`src/core/rwre_defines.vh`:
```
`ifndef RWRE_DEFINES_VH
`define RWRE_DEFINES_VH

// ----------------------------------------
// register indices, byte address is index times four
// ----------------------------------------
`define RWRE_IDX_RETRY_LIMIT 8'h6E
`define RWRE_IDX_REPLY_DEST 8'h84
`define RWRE_IDX_REPLY_PTR 8'h88
`define RWRE_IDX_RXREQ_PTR 8'h8C
`define RWRE_IDX_CTRL 8'h90
`define RWRE_IDX_SLOT 8'h91
`define RWRE_IDX_STATUS 8'h92

// ----------------------------------------
// fields and reset values
// ----------------------------------------
`define RWRE_CTRL_PREDEF_BIT 0
`define RWRE_RETRY_RESET 8'h07
`define RWRE_SLOT_RESET 16'h0040
`define RWRE_PTR_RESET 32'h00000000

// ----------------------------------------
// timing in slot times
// ----------------------------------------
`define RWRE_REPLY_WINDOW_SLOTS 3
`define RWRE_REPLY_DEADLINE_SLOTS 2

// ----------------------------------------
// confirmation codes and requester states
// ----------------------------------------
`define RWRE_CONF_POS 2'h1
`define RWRE_CONF_NEG 2'h2
`define RWRE_CONF_NEG_UNEXP 2'h3
`define RWRE_RQ_IDLE 2'h0
`define RWRE_RQ_SEND 2'h1
`define RWRE_RQ_WAIT 2'h2

`endif

```
`src/core/rwre_core.v`:
```
// Behaviour
// - wait three slot times for reply
// - resend until programmed retry limit
// - underrun counts as one attempt
// - queue reply, link pointer, positive confirmation
// - completion sets request done flag
// - exhausted retries give negative confirmation
// - valid reply: response data, first frame
// - other frame: negative confirm, unexpected flags
// - copy source address into reply destination
// - new request updates pointer and flag
// - retry only when directly after request
// - predefined mode sends reply at silence
// - otherwise wait for host reply ready
// - late ready answers the next retry
// - owed reply freezes pointer and flag
// - ready during reception executes after frame
// - device acts as master or slave
// - good frames addressed here go to their class queue
`timescale 1ns/1ns
`include "rwre_defines.vh"

module rwre_core (
    // clock and reset
    input wire ref_clk,
    input wire rst_n,
    // register port
    input wire [9:0] reg_addr,
    input wire [31:0] reg_wdata,
    input wire reg_wr,
    input wire reg_rd,
    output reg [31:0] reg_rdata_q,
    // host commands
    input wire cmd_set_predef,
    input wire cmd_predef_val,
    input wire cmd_reply_ready,
    // transmitter events
    input wire tx_req_sent,
    input wire tx_underrun,
    input wire [31:0] tx_req_fd,
    output reg tx_resend_q,
    output reg tx_reply_q,
    output reg [31:0] tx_reply_ptr_q,
    // receiver events
    input wire rx_busy,
    input wire rx_done,
    input wire rx_ok,
    input wire rx_llc_data,
    input wire rx_resp_action,
    input wire rx_req_action,
    input wire rx_to_us,
    input wire [1:0] rx_class,
    input wire [31:0] rx_fd,
    input wire [47:0] rx_src,
    input wire medium_silent,
    // receive queue store
    output reg rxq_store_q,
    output reg [1:0] rxq_class_q,
    output reg [31:0] rxq_fd_q,
    // descriptor writes
    output reg conf_valid_q,
    output reg [31:0] conf_fd_q,
    output reg [1:0] conf_code_q,
    output reg [31:0] conf_link_q,
    output reg da_wr_q,
    output reg [31:0] da_ptr_q,
    output reg [47:0] da_val_q,
    // status word events
    output reg ev_request_done_q,
    output reg ev_received_request_q,
    output reg ev_reply_sent_q,
    output reg ev_unexpected_q
);

// ----------------------------------------
// decode and registers
// ----------------------------------------
function is_idx;
    input [9:0] addr;
    input [7:0] idx;
    begin
        is_idx = (addr == {idx, 2'b00});
    end
endfunction

reg [7:0] retry_limit_q;
reg [31:0] reply_dest_q;
reg [31:0] reply_ptr_q;
reg [31:0] rxreq_ptr_q;
reg [15:0] slot_cycles_q;
reg predef_q;

reg [1:0] rq_state_q;
reg [1:0] rq_state_d;
reg [31:0] req_fd_q;

reg owed_q;
reg last_req_q;
reg late_armed_q;
reg send_pend_q;
reg ready_defer_q;

reg silent_meta_q;
reg silent_q;

wire window_running;
wire window_expired;
wire deadline_running;
wire deadline_expired;
wire [7:0] retry_count;
wire at_limit;

// frame classification
wire frame_in = rx_done && rx_ok;
wire valid_reply = frame_in && rx_llc_data && rx_resp_action && rx_to_us;
wire req_here = frame_in && rx_llc_data && rx_req_action && rx_to_us;
wire is_retry = req_here && last_req_q;
wire ready_now = (cmd_reply_ready && !rx_busy) || (ready_defer_q && !rx_busy);

// requester control terms
wire win_timeout = (rq_state_q == `RWRE_RQ_WAIT) && window_expired && !frame_in;
wire attempt_fail = win_timeout || (tx_underrun && rq_state_q != `RWRE_RQ_WAIT);
wire give_up = attempt_fail && at_limit;
wire rq_reply = (rq_state_q == `RWRE_RQ_WAIT) && valid_reply;
wire rq_unexp = (rq_state_q == `RWRE_RQ_WAIT) && frame_in && !valid_reply;
wire win_start = tx_req_sent && rq_state_q != `RWRE_RQ_WAIT;

// ----------------------------------------
// medium silence synchroniser
// ----------------------------------------
always @(posedge ref_clk) begin
    if (!rst_n) begin
        silent_meta_q <= 1'b0;
        silent_q <= 1'b0;
    end else begin
        silent_meta_q <= medium_silent;
        silent_q <= silent_meta_q;
    end
end

// ----------------------------------------
// timers and retry counter
// ----------------------------------------
// three slot reply window
rwre_slot_timer #(
    .NSLOTS(`RWRE_REPLY_WINDOW_SLOTS)
) u_window (
    .ref_clk(ref_clk),
    .rst_n(rst_n),
    .start(win_start),
    .stop(rq_reply || rq_unexp),
    .slot_cycles(slot_cycles_q),
    .running_q(window_running),
    .expired_q(window_expired)
);

rwre_slot_timer #(
    .NSLOTS(`RWRE_REPLY_DEADLINE_SLOTS)
) u_deadline (
    .ref_clk(ref_clk),
    .rst_n(rst_n),
    .start(req_here),
    .stop(1'b0),
    .slot_cycles(slot_cycles_q),
    .running_q(deadline_running),
    .expired_q(deadline_expired)
);

rwre_retry_ctr u_retry (
    .ref_clk(ref_clk),
    .rst_n(rst_n),
    .clear(give_up || rq_reply || rq_unexp),
    .inc(attempt_fail && !at_limit),
    .limit(retry_limit_q),
    .count_q(retry_count),
    .at_limit(at_limit)
);

// ----------------------------------------
// register port
// ----------------------------------------
// slave access to the tables
always @(posedge ref_clk) begin
    if (!rst_n) begin
        retry_limit_q <= `RWRE_RETRY_RESET;
        reply_dest_q <= `RWRE_PTR_RESET;
        reply_ptr_q <= `RWRE_PTR_RESET;
        slot_cycles_q <= `RWRE_SLOT_RESET;
        predef_q <= 1'b0;
        reg_rdata_q <= 32'h00000000;
    end else begin
        if (reg_wr && is_idx(reg_addr, `RWRE_IDX_RETRY_LIMIT)) begin
            retry_limit_q <= reg_wdata[7:0];
        end
        if (reg_wr && is_idx(reg_addr, `RWRE_IDX_REPLY_DEST)) begin
            reply_dest_q <= reg_wdata;
        end
        if (reg_wr && is_idx(reg_addr, `RWRE_IDX_REPLY_PTR)) begin
            reply_ptr_q <= reg_wdata;
        end
        if (reg_wr && is_idx(reg_addr, `RWRE_IDX_SLOT)) begin
            slot_cycles_q <= reg_wdata[15:0];
        end
        if (cmd_set_predef) begin
            predef_q <= cmd_predef_val;
        end else if (reg_wr && is_idx(reg_addr, `RWRE_IDX_CTRL)) begin
            predef_q <= reg_wdata[`RWRE_CTRL_PREDEF_BIT];
        end
        reg_rdata_q <= 32'h00000000;
        if (reg_rd) begin
            if (is_idx(reg_addr, `RWRE_IDX_RETRY_LIMIT)) begin
                reg_rdata_q <= {24'h000000, retry_limit_q};
            end else if (is_idx(reg_addr, `RWRE_IDX_REPLY_DEST)) begin
                reg_rdata_q <= reply_dest_q;
            end else if (is_idx(reg_addr, `RWRE_IDX_REPLY_PTR)) begin
                reg_rdata_q <= reply_ptr_q;
            end else if (is_idx(reg_addr, `RWRE_IDX_RXREQ_PTR)) begin
                reg_rdata_q <= rxreq_ptr_q;
            end else if (is_idx(reg_addr, `RWRE_IDX_CTRL)) begin
                reg_rdata_q <= {31'h0, predef_q};
            end else if (is_idx(reg_addr, `RWRE_IDX_SLOT)) begin
                reg_rdata_q <= {16'h0000, slot_cycles_q};
            end else if (is_idx(reg_addr, `RWRE_IDX_STATUS)) begin
                reg_rdata_q <= {16'h0000, retry_count, window_running, deadline_running,
                                late_armed_q, send_pend_q, owed_q, last_req_q, rq_state_q};
            end
        end
    end
end

// ----------------------------------------
// requester state machine
// ----------------------------------------
always @* begin
    rq_state_d = rq_state_q;
    case (rq_state_q)
        `RWRE_RQ_IDLE: begin
            if (tx_req_sent) begin
                rq_state_d = `RWRE_RQ_WAIT;
            end else if (tx_underrun && !at_limit) begin
                rq_state_d = `RWRE_RQ_SEND;
            end
        end
        `RWRE_RQ_SEND: begin
            if (tx_req_sent) begin
                rq_state_d = `RWRE_RQ_WAIT;
            end else if (give_up) begin
                rq_state_d = `RWRE_RQ_IDLE;
            end
        end
        `RWRE_RQ_WAIT: begin
            if (rq_reply || rq_unexp || give_up) begin
                rq_state_d = `RWRE_RQ_IDLE;
            end else if (win_timeout) begin
                rq_state_d = `RWRE_RQ_SEND;
            end
        end
        default: begin
            rq_state_d = `RWRE_RQ_IDLE;
        end
    endcase
end

always @(posedge ref_clk) begin
    if (!rst_n) begin
        rq_state_q <= `RWRE_RQ_IDLE;
        req_fd_q <= 32'h00000000;
        tx_resend_q <= 1'b0;
        conf_valid_q <= 1'b0;
        conf_fd_q <= 32'h00000000;
        conf_code_q <= 2'h0;
        conf_link_q <= 32'h00000000;
        ev_request_done_q <= 1'b0;
        ev_unexpected_q <= 1'b0;
    end else begin
        rq_state_q <= rq_state_d;
        if ((tx_req_sent || tx_underrun) && rq_state_q == `RWRE_RQ_IDLE) begin
            req_fd_q <= tx_req_fd;
        end
        tx_resend_q <= attempt_fail && !at_limit;
        conf_valid_q <= rq_reply || rq_unexp || give_up;
        conf_fd_q <= (rq_state_q == `RWRE_RQ_IDLE) ? tx_req_fd : req_fd_q;
        conf_link_q <= rq_reply ? rx_fd : 32'h00000000;
        // only a leading response is valid
        if (rq_reply) begin
            conf_code_q <= `RWRE_CONF_POS;
        end else if (rq_unexp) begin
            conf_code_q <= `RWRE_CONF_NEG_UNEXP;
        end else begin
            conf_code_q <= `RWRE_CONF_NEG;
        end
        ev_request_done_q <= rq_reply || rq_unexp || give_up;
        ev_unexpected_q <= rq_unexp;
    end
end

// ----------------------------------------
// receive queue store
// ----------------------------------------
// class queue selection
always @(posedge ref_clk) begin
    if (!rst_n) begin
        rxq_store_q <= 1'b0;
        rxq_class_q <= 2'h0;
        rxq_fd_q <= 32'h00000000;
    end else begin
        rxq_store_q <= frame_in && rx_to_us;
        rxq_class_q <= rx_class;
        rxq_fd_q <= rx_fd;
    end
end

// ----------------------------------------
// responder
// ----------------------------------------
always @(posedge ref_clk) begin
    if (!rst_n) begin
        rxreq_ptr_q <= `RWRE_PTR_RESET;
        owed_q <= 1'b0;
        last_req_q <= 1'b0;
        late_armed_q <= 1'b0;
        send_pend_q <= 1'b0;
        ready_defer_q <= 1'b0;
        da_wr_q <= 1'b0;
        da_ptr_q <= 32'h00000000;
        da_val_q <= 48'h000000000000;
        tx_reply_q <= 1'b0;
        tx_reply_ptr_q <= 32'h00000000;
        ev_received_request_q <= 1'b0;
        ev_reply_sent_q <= 1'b0;
    end else begin
        if (frame_in) begin
            last_req_q <= req_here;
        end
        da_wr_q <= req_here;
        da_ptr_q <= reply_dest_q;
        da_val_q <= rx_src;
        ev_received_request_q <= req_here && !is_retry && !owed_q;
        if (req_here && !is_retry && !owed_q) begin
            rxreq_ptr_q <= rx_fd;
        end else if (reg_wr && is_idx(reg_addr, `RWRE_IDX_RXREQ_PTR)) begin
            rxreq_ptr_q <= reg_wdata;
        end
        if (cmd_reply_ready && rx_busy) begin
            ready_defer_q <= 1'b1;
        end else if (!rx_busy) begin
            ready_defer_q <= 1'b0;
        end
        tx_reply_q <= 1'b0;
        ev_reply_sent_q <= 1'b0;
        if (send_pend_q && silent_q) begin
            tx_reply_q <= 1'b1;
            tx_reply_ptr_q <= reply_ptr_q;
            ev_reply_sent_q <= 1'b1;
            send_pend_q <= 1'b0;
        end
        if (predef_q) begin
            owed_q <= 1'b0;
            late_armed_q <= 1'b0;
            if (req_here) begin
                send_pend_q <= 1'b1;
            end
        end else if (req_here && late_armed_q) begin
            send_pend_q <= 1'b1;
            late_armed_q <= 1'b0;
            owed_q <= 1'b0;
        end else if (ready_now && (owed_q || req_here)) begin
            // ready after the reply deadline has expired arms the late answer, otherwise the reply is sent at the next medium silence
            if (deadline_expired && !deadline_running && !req_here) begin
                late_armed_q <= 1'b1;
            end else begin
                send_pend_q <= 1'b1;
                owed_q <= 1'b0;
            end
        end else if (req_here) begin
            owed_q <= 1'b1;
        end
    end
end

endmodule // rwre_core

```
`src/core/rwre_retry_ctr.v`:
```
`timescale 1ns/1ns

module rwre_retry_ctr (
    // clock and reset
    input wire ref_clk,
    input wire rst_n,
    // control
    input wire clear,
    input wire inc,
    input wire [7:0] limit,
    // status
    output reg [7:0] count_q,
    output wire at_limit
);

// ----------------------------------------
// attempt counter
// ----------------------------------------
assign at_limit = (count_q >= limit);

always @(posedge ref_clk) begin
    if (!rst_n) begin
        count_q <= 8'h00;
    end else if (clear) begin
        count_q <= 8'h00;
    end else if (inc && count_q != 8'hFF) begin
        count_q <= count_q + 8'h01;
    end
end

endmodule // rwre_retry_ctr

```
`src/core/rwre_slot_timer.v`:
```
`timescale 1ns/1ns
`include "rwre_defines.vh"

module rwre_slot_timer #(
    parameter NSLOTS = 3
) (
    // clock and reset
    input wire ref_clk,
    input wire rst_n,
    // control
    input wire start,
    input wire stop,
    input wire [15:0] slot_cycles,
    // status
    output reg running_q,
    output reg expired_q
);

reg [15:0] cyc_q;
reg [3:0] slot_q;

// ----------------------------------------
// counts slot times, restart wins over stop
// ----------------------------------------
always @(posedge ref_clk) begin
    if (!rst_n) begin
        running_q <= 1'b0;
        expired_q <= 1'b0;
        cyc_q <= 16'h0000;
        slot_q <= 4'h0;
    end else if (start) begin
        running_q <= 1'b1;
        expired_q <= 1'b0;
        cyc_q <= 16'h0000;
        slot_q <= 4'h0;
    end else if (stop) begin
        running_q <= 1'b0;
    end else if (running_q) begin
        if (cyc_q + 16'h0001 >= slot_cycles) begin
            cyc_q <= 16'h0000;
            if (slot_q == NSLOTS[3:0] - 4'h1) begin
                running_q <= 1'b0;
                expired_q <= 1'b1;
            end else begin
                slot_q <= slot_q + 4'h1;
            end
        end else begin
            cyc_q <= cyc_q + 16'h0001;
        end
    end
end

endmodule // rwre_slot_timer

```
`config.mk`:
```
export PLATFORM = sky130hd
export DESIGN_NAME = rwre_core
export DESIGN_NICKNAME = d
export VERILOG_FILES = /design/src/core/rwre_core.v /design/src/core/rwre_retry_ctr.v /design/src/core/rwre_slot_timer.v
export VERILOG_INCLUDE_DIRS = /design/src /design/src/core
export SDC_FILE = /design/constraint.sdc
export NUM_CORES = 1
export LEC_CHECK = 0
export ABC_AREA = 1
export BUFFER_PORTS_ARGS = -buffer_cell sky130_fd_sc_hd__buf_2
export CAP_MARGIN = 30
export CORE_ASPECT_RATIO = 0.9
export CORE_UTILIZATION = 35
export CTS_BUF_LIST = sky130_fd_sc_hd__clkbuf_4 sky130_fd_sc_hd__clkbuf_8
export DETAILED_ROUTE_END_ITERATION = 10
export PLACE_DENSITY = 0.54
export SLEW_MARGIN = 30
export SYNTH_ARGS = -nofsm -noshare
export SYNTH_HDL_FRONTEND = slang
export SYNTH_SLANG_ARGS = --single-unit
export TNS_END_PERCENT = 20
```
`constraint.sdc`:
```
create_clock -name ref_clk -period 3.85 [get_ports ref_clk]
set_input_delay 0.385 -clock ref_clk [delete_from_list [all_inputs] [get_ports ref_clk]]
set_output_delay 0.385 -clock ref_clk [all_outputs]
set_load 0.01 [all_outputs]
```
==> summary.txt <==
Outcome
  – Status: finished, final reports clean

STA
  – Setup TNS: 0 ps
  – Max transition margin: 34.9%
  – Unrepaired setup endpoints after global routing: no
  – Hold WS: 63.5 ps
  – Minimum clock period: 3340 ps
  – Final setup viols: 0
  – Clk_skew: 34.1 ps
  – Final Cycle Share: 86.7%
  – Achievable Freq: 300 MHz
  – Worst slew pin tran: 976 ps
  – Fin. Hold Viols: 0
  – Pins Over Slew Limit: 0

CTS
  – Num Clock Sinks: 465
  – Post-CTS Setup Bufs: 0
  – Inserted Clock Buffers: 78
  – CTS tree: built
  – Clock latency on the worst-skew pair: 670 ps
  – H-tree depth: 3
  – Root buffer cell: clkbuf_8
  – Clk buf depth: 3
  – CTS clk-pin slew, worst paths: 60 ps

Critical path
  – Crit path cell chain: inv_1 -> nor2_1 -> nand2_1 -> nor2_1 -> xor2_1 -> inv_1 -> ha_1 -> nand2_1 -> inv_1 -> nand3_1 -> nor2_1 -> nand3_1 -> nand3_2 -> nand2_1 -> nand2_1 -> a21oi_1
  – Most common cell on crit path: nand2_1
  – Worst-path fanout max: 12
  – CP endpoint kind: flip-flop
  – Setup crit start kind: flip-flop
  – WS Path Type: flip-flop to flip-flop
  – Crit path max-delay family: simple AND/OR/NAND/NOR gates
  – Peak per-stage delay on the critical path: 450 ps
  – Crit path buf inv count: 3
  – Critical path data required time: 4340 ps
  – Crit path DAT: 3830 ps
  – Worst path slowest cell: dfxtp_1

Floorplan
  – Die W: 245 um
  – Die Y: 221 um
  – Io pins: 426
  – CORE AREA: 52200 um^2
  – Die area: 54200 um^2
  – Initial Util: 35.7%
  – Num rows: 79

Yosys
  – Synth cell types: 42
  – Seq cells post-synth: 465
  – Post-synth top flop: dfxtp_1
  – Post-synth EDFFs: 0
  – Mapped Cells: 2476
  – YS warnings: 0
  – Synthesized Nets: 2696
  – Sequential share of the synthesized area: 49.9%
  – Syn Area/Cell: 7.53 um^2
  – Async SR Flop Fraction: 0%
  – Synth Cell Area: 18700 um^2

Drt
  – Met1 wire length: 27400 um
  – Metal2 WL: 29400 um
  – Residual DRC count: 0
  – Met3 wire length: 3530 um
  – Final ANT Viol Nets: 0
  – Number of DRC markers in iteration 0: 1101
  – Top Metal Used: met5
  – Via count: 17900
  – Routed WL: 61800 um
  – DR WL/cell: 16.4 um
  – Via/cell ratio: 4.75
  – 1st-pass router iterations: 5

Pwr
  – Pwr dens: 438 nW/um^2
  – Worst VDD drop: 0.296 mV
  – Total power: 10.7 mW
  – Leakage Power: 12.0 nW

Placed design
  – Final HPWL DP: 43200 um
  – PortBufs: 425
  – Placed Area: 21300 um^2
  – RD Place Congestion: 0.878

Global routing
  – GR Overflow Total: 0
  – Gr usage total: 22.2%
  – Number of antenna violations at the first check in global routing: 3
  – Vias in the first global route: 17200
  – First-pass GRT wire length: 95100 um
  – Largest net degree at the start of global routing: 91

Job
  – Max-Cap Viols: 0

Cells and area
  – Final nets: 3244
  – Post-layout util: 46.8%
  – Area Growth Syn to Fin: 30.9%
  – Share of cells above drive strength 1: 20.6%
  – Max reg flops: 48
  – Largest Register: da_val_q
  – FILL cells: 5263
  – Design area: 24400 um^2

Hold path
  – Worst Hold Class: input pin to flip-flop
-- area by class of cell --
| cell class | count | area, um^2 | share of cell area, % |
|---|---|---|---|
| clock inverters | 19 | 203 | 0.830 |
| repair buffers | 587 | 3710 | 15.2 |
| inverters | 373 | 1400 | 5.75 |
| well taps | 688 | 861 | 3.53 |
| flip-flops and latches | 465 | 9310 | 38.1 |
| clock buffers | 121 | 1500 | 6.16 |
| diodes | 1 | 2.50 | 0.0103 |
| multi-input cells | 1519 | 7420 | 30.4 |
-- synth_stat cells, types with 8 or more instances --
master | count | area share (%)
o211ai_1 | 10 | 0.40
nand3_1 | 91 | 2.4
o21ai_0 | 173 | 4.6
dfxtp_1 | 465 | 50
a211oi_1 | 33 | 1.3
inv_2 | 15 | 0.30
nor3b_1 | 17 | 0.68
nand4_1 | 32 | 1.1
nor2_1 | 280 | 5.6
buf_2 | 24 | 0.64
o21ai_1 | 17 | 0.46
nor3_1 | 9 | 0.24
xor2_1 | 22 | 1.0
ha_1 | 47 | 3.2
clkbuf_1 | 79 | 1.6
inv_1 | 356 | 7.2
nand2_1 | 499 | 10
a21oi_1 | 234 | 6.3
nand2_2 | 8 | 0.27
-- report_power, final --
part	internal, mW	switching (mW)	total (mW)
Clock	2.70	2.06	4.76
Combinational	0.354	0.542	0.896
Sequential	4.96	0.0693	5.03
-- what timing repair did --
item | in CTS | in global routing
endpoints found under the hold margin | 217 | 0
endpoints found under the setup margin | 0 | 4
hold buffers | 143 | 0
resized for setup | 0 | 1
-- routing by layer --
layer	vias up	global-route usage [%]
met5	-	0
met4	2	6.43
met3	103	4.09
met2	531	37.9
met1	8360	28.4
li1	8922	-
-- per-stage QoR --
stage	std cells	setup WS [ps]
after detailed placement	3489	396
after floorplan	2476	1300
final	3773	513
after CTS	3772	383
after global routing	3773	107
after global placement	3489	492
-- cells in the final DEF, fill, tap and decap left out, types with 33 or more instances in the layout --
cell type and count:
a211oi_1 33, clkbuf_8 95, inv_1 355, buf_2 424, nor2_1 278, dlygate4sd3_1 143, nand3_1 90, o21ai_0 172
nand2_1 499, dfxtp_1 465, a21oi_1 234, ha_1 47
-- logic make-up after synthesis --
logic type	share of synthesized area (%)
AND/OR/NAND/NOR	21.6
buffers and inverters	10.4
AO/OA/AOI/OAI	13.8
flip-flops	49.9
adder cells (fa/ha/maj)	3.15
XOR/XNOR	1.13
-- worst reg2reg max path: stages, from the launching register on --
cell and delay [ps]:
dfxtp_1 450, inv_1 110, nor2_1 330, nand2_1 120, nor2_1 160, xor2_1 200, inv_1 70, ha_1 290
nand2_1 60, inv_1 50, nand3_1 70, nor2_1 210, nand3_1 400, nand3_2 330, nand2_1 160, nand2_1 100
a21oi_1 60
-- final timing paths --
check	slack (ps)	from	end	depth (start not counted)
setup / recovery	510	u_window.cyc_q[0]	u_window.slot_q[0]	16
hold / removal	60	reg_wdata[9]	reply_ptr_q[9]	3
setup reg to reg	510	u_window.cyc_q[0]	u_window.slot_q[0]	16
hold reg to reg	420	silent_meta_q	silent_q	2
Note: power is estimated with default switching activity, not from simulation.
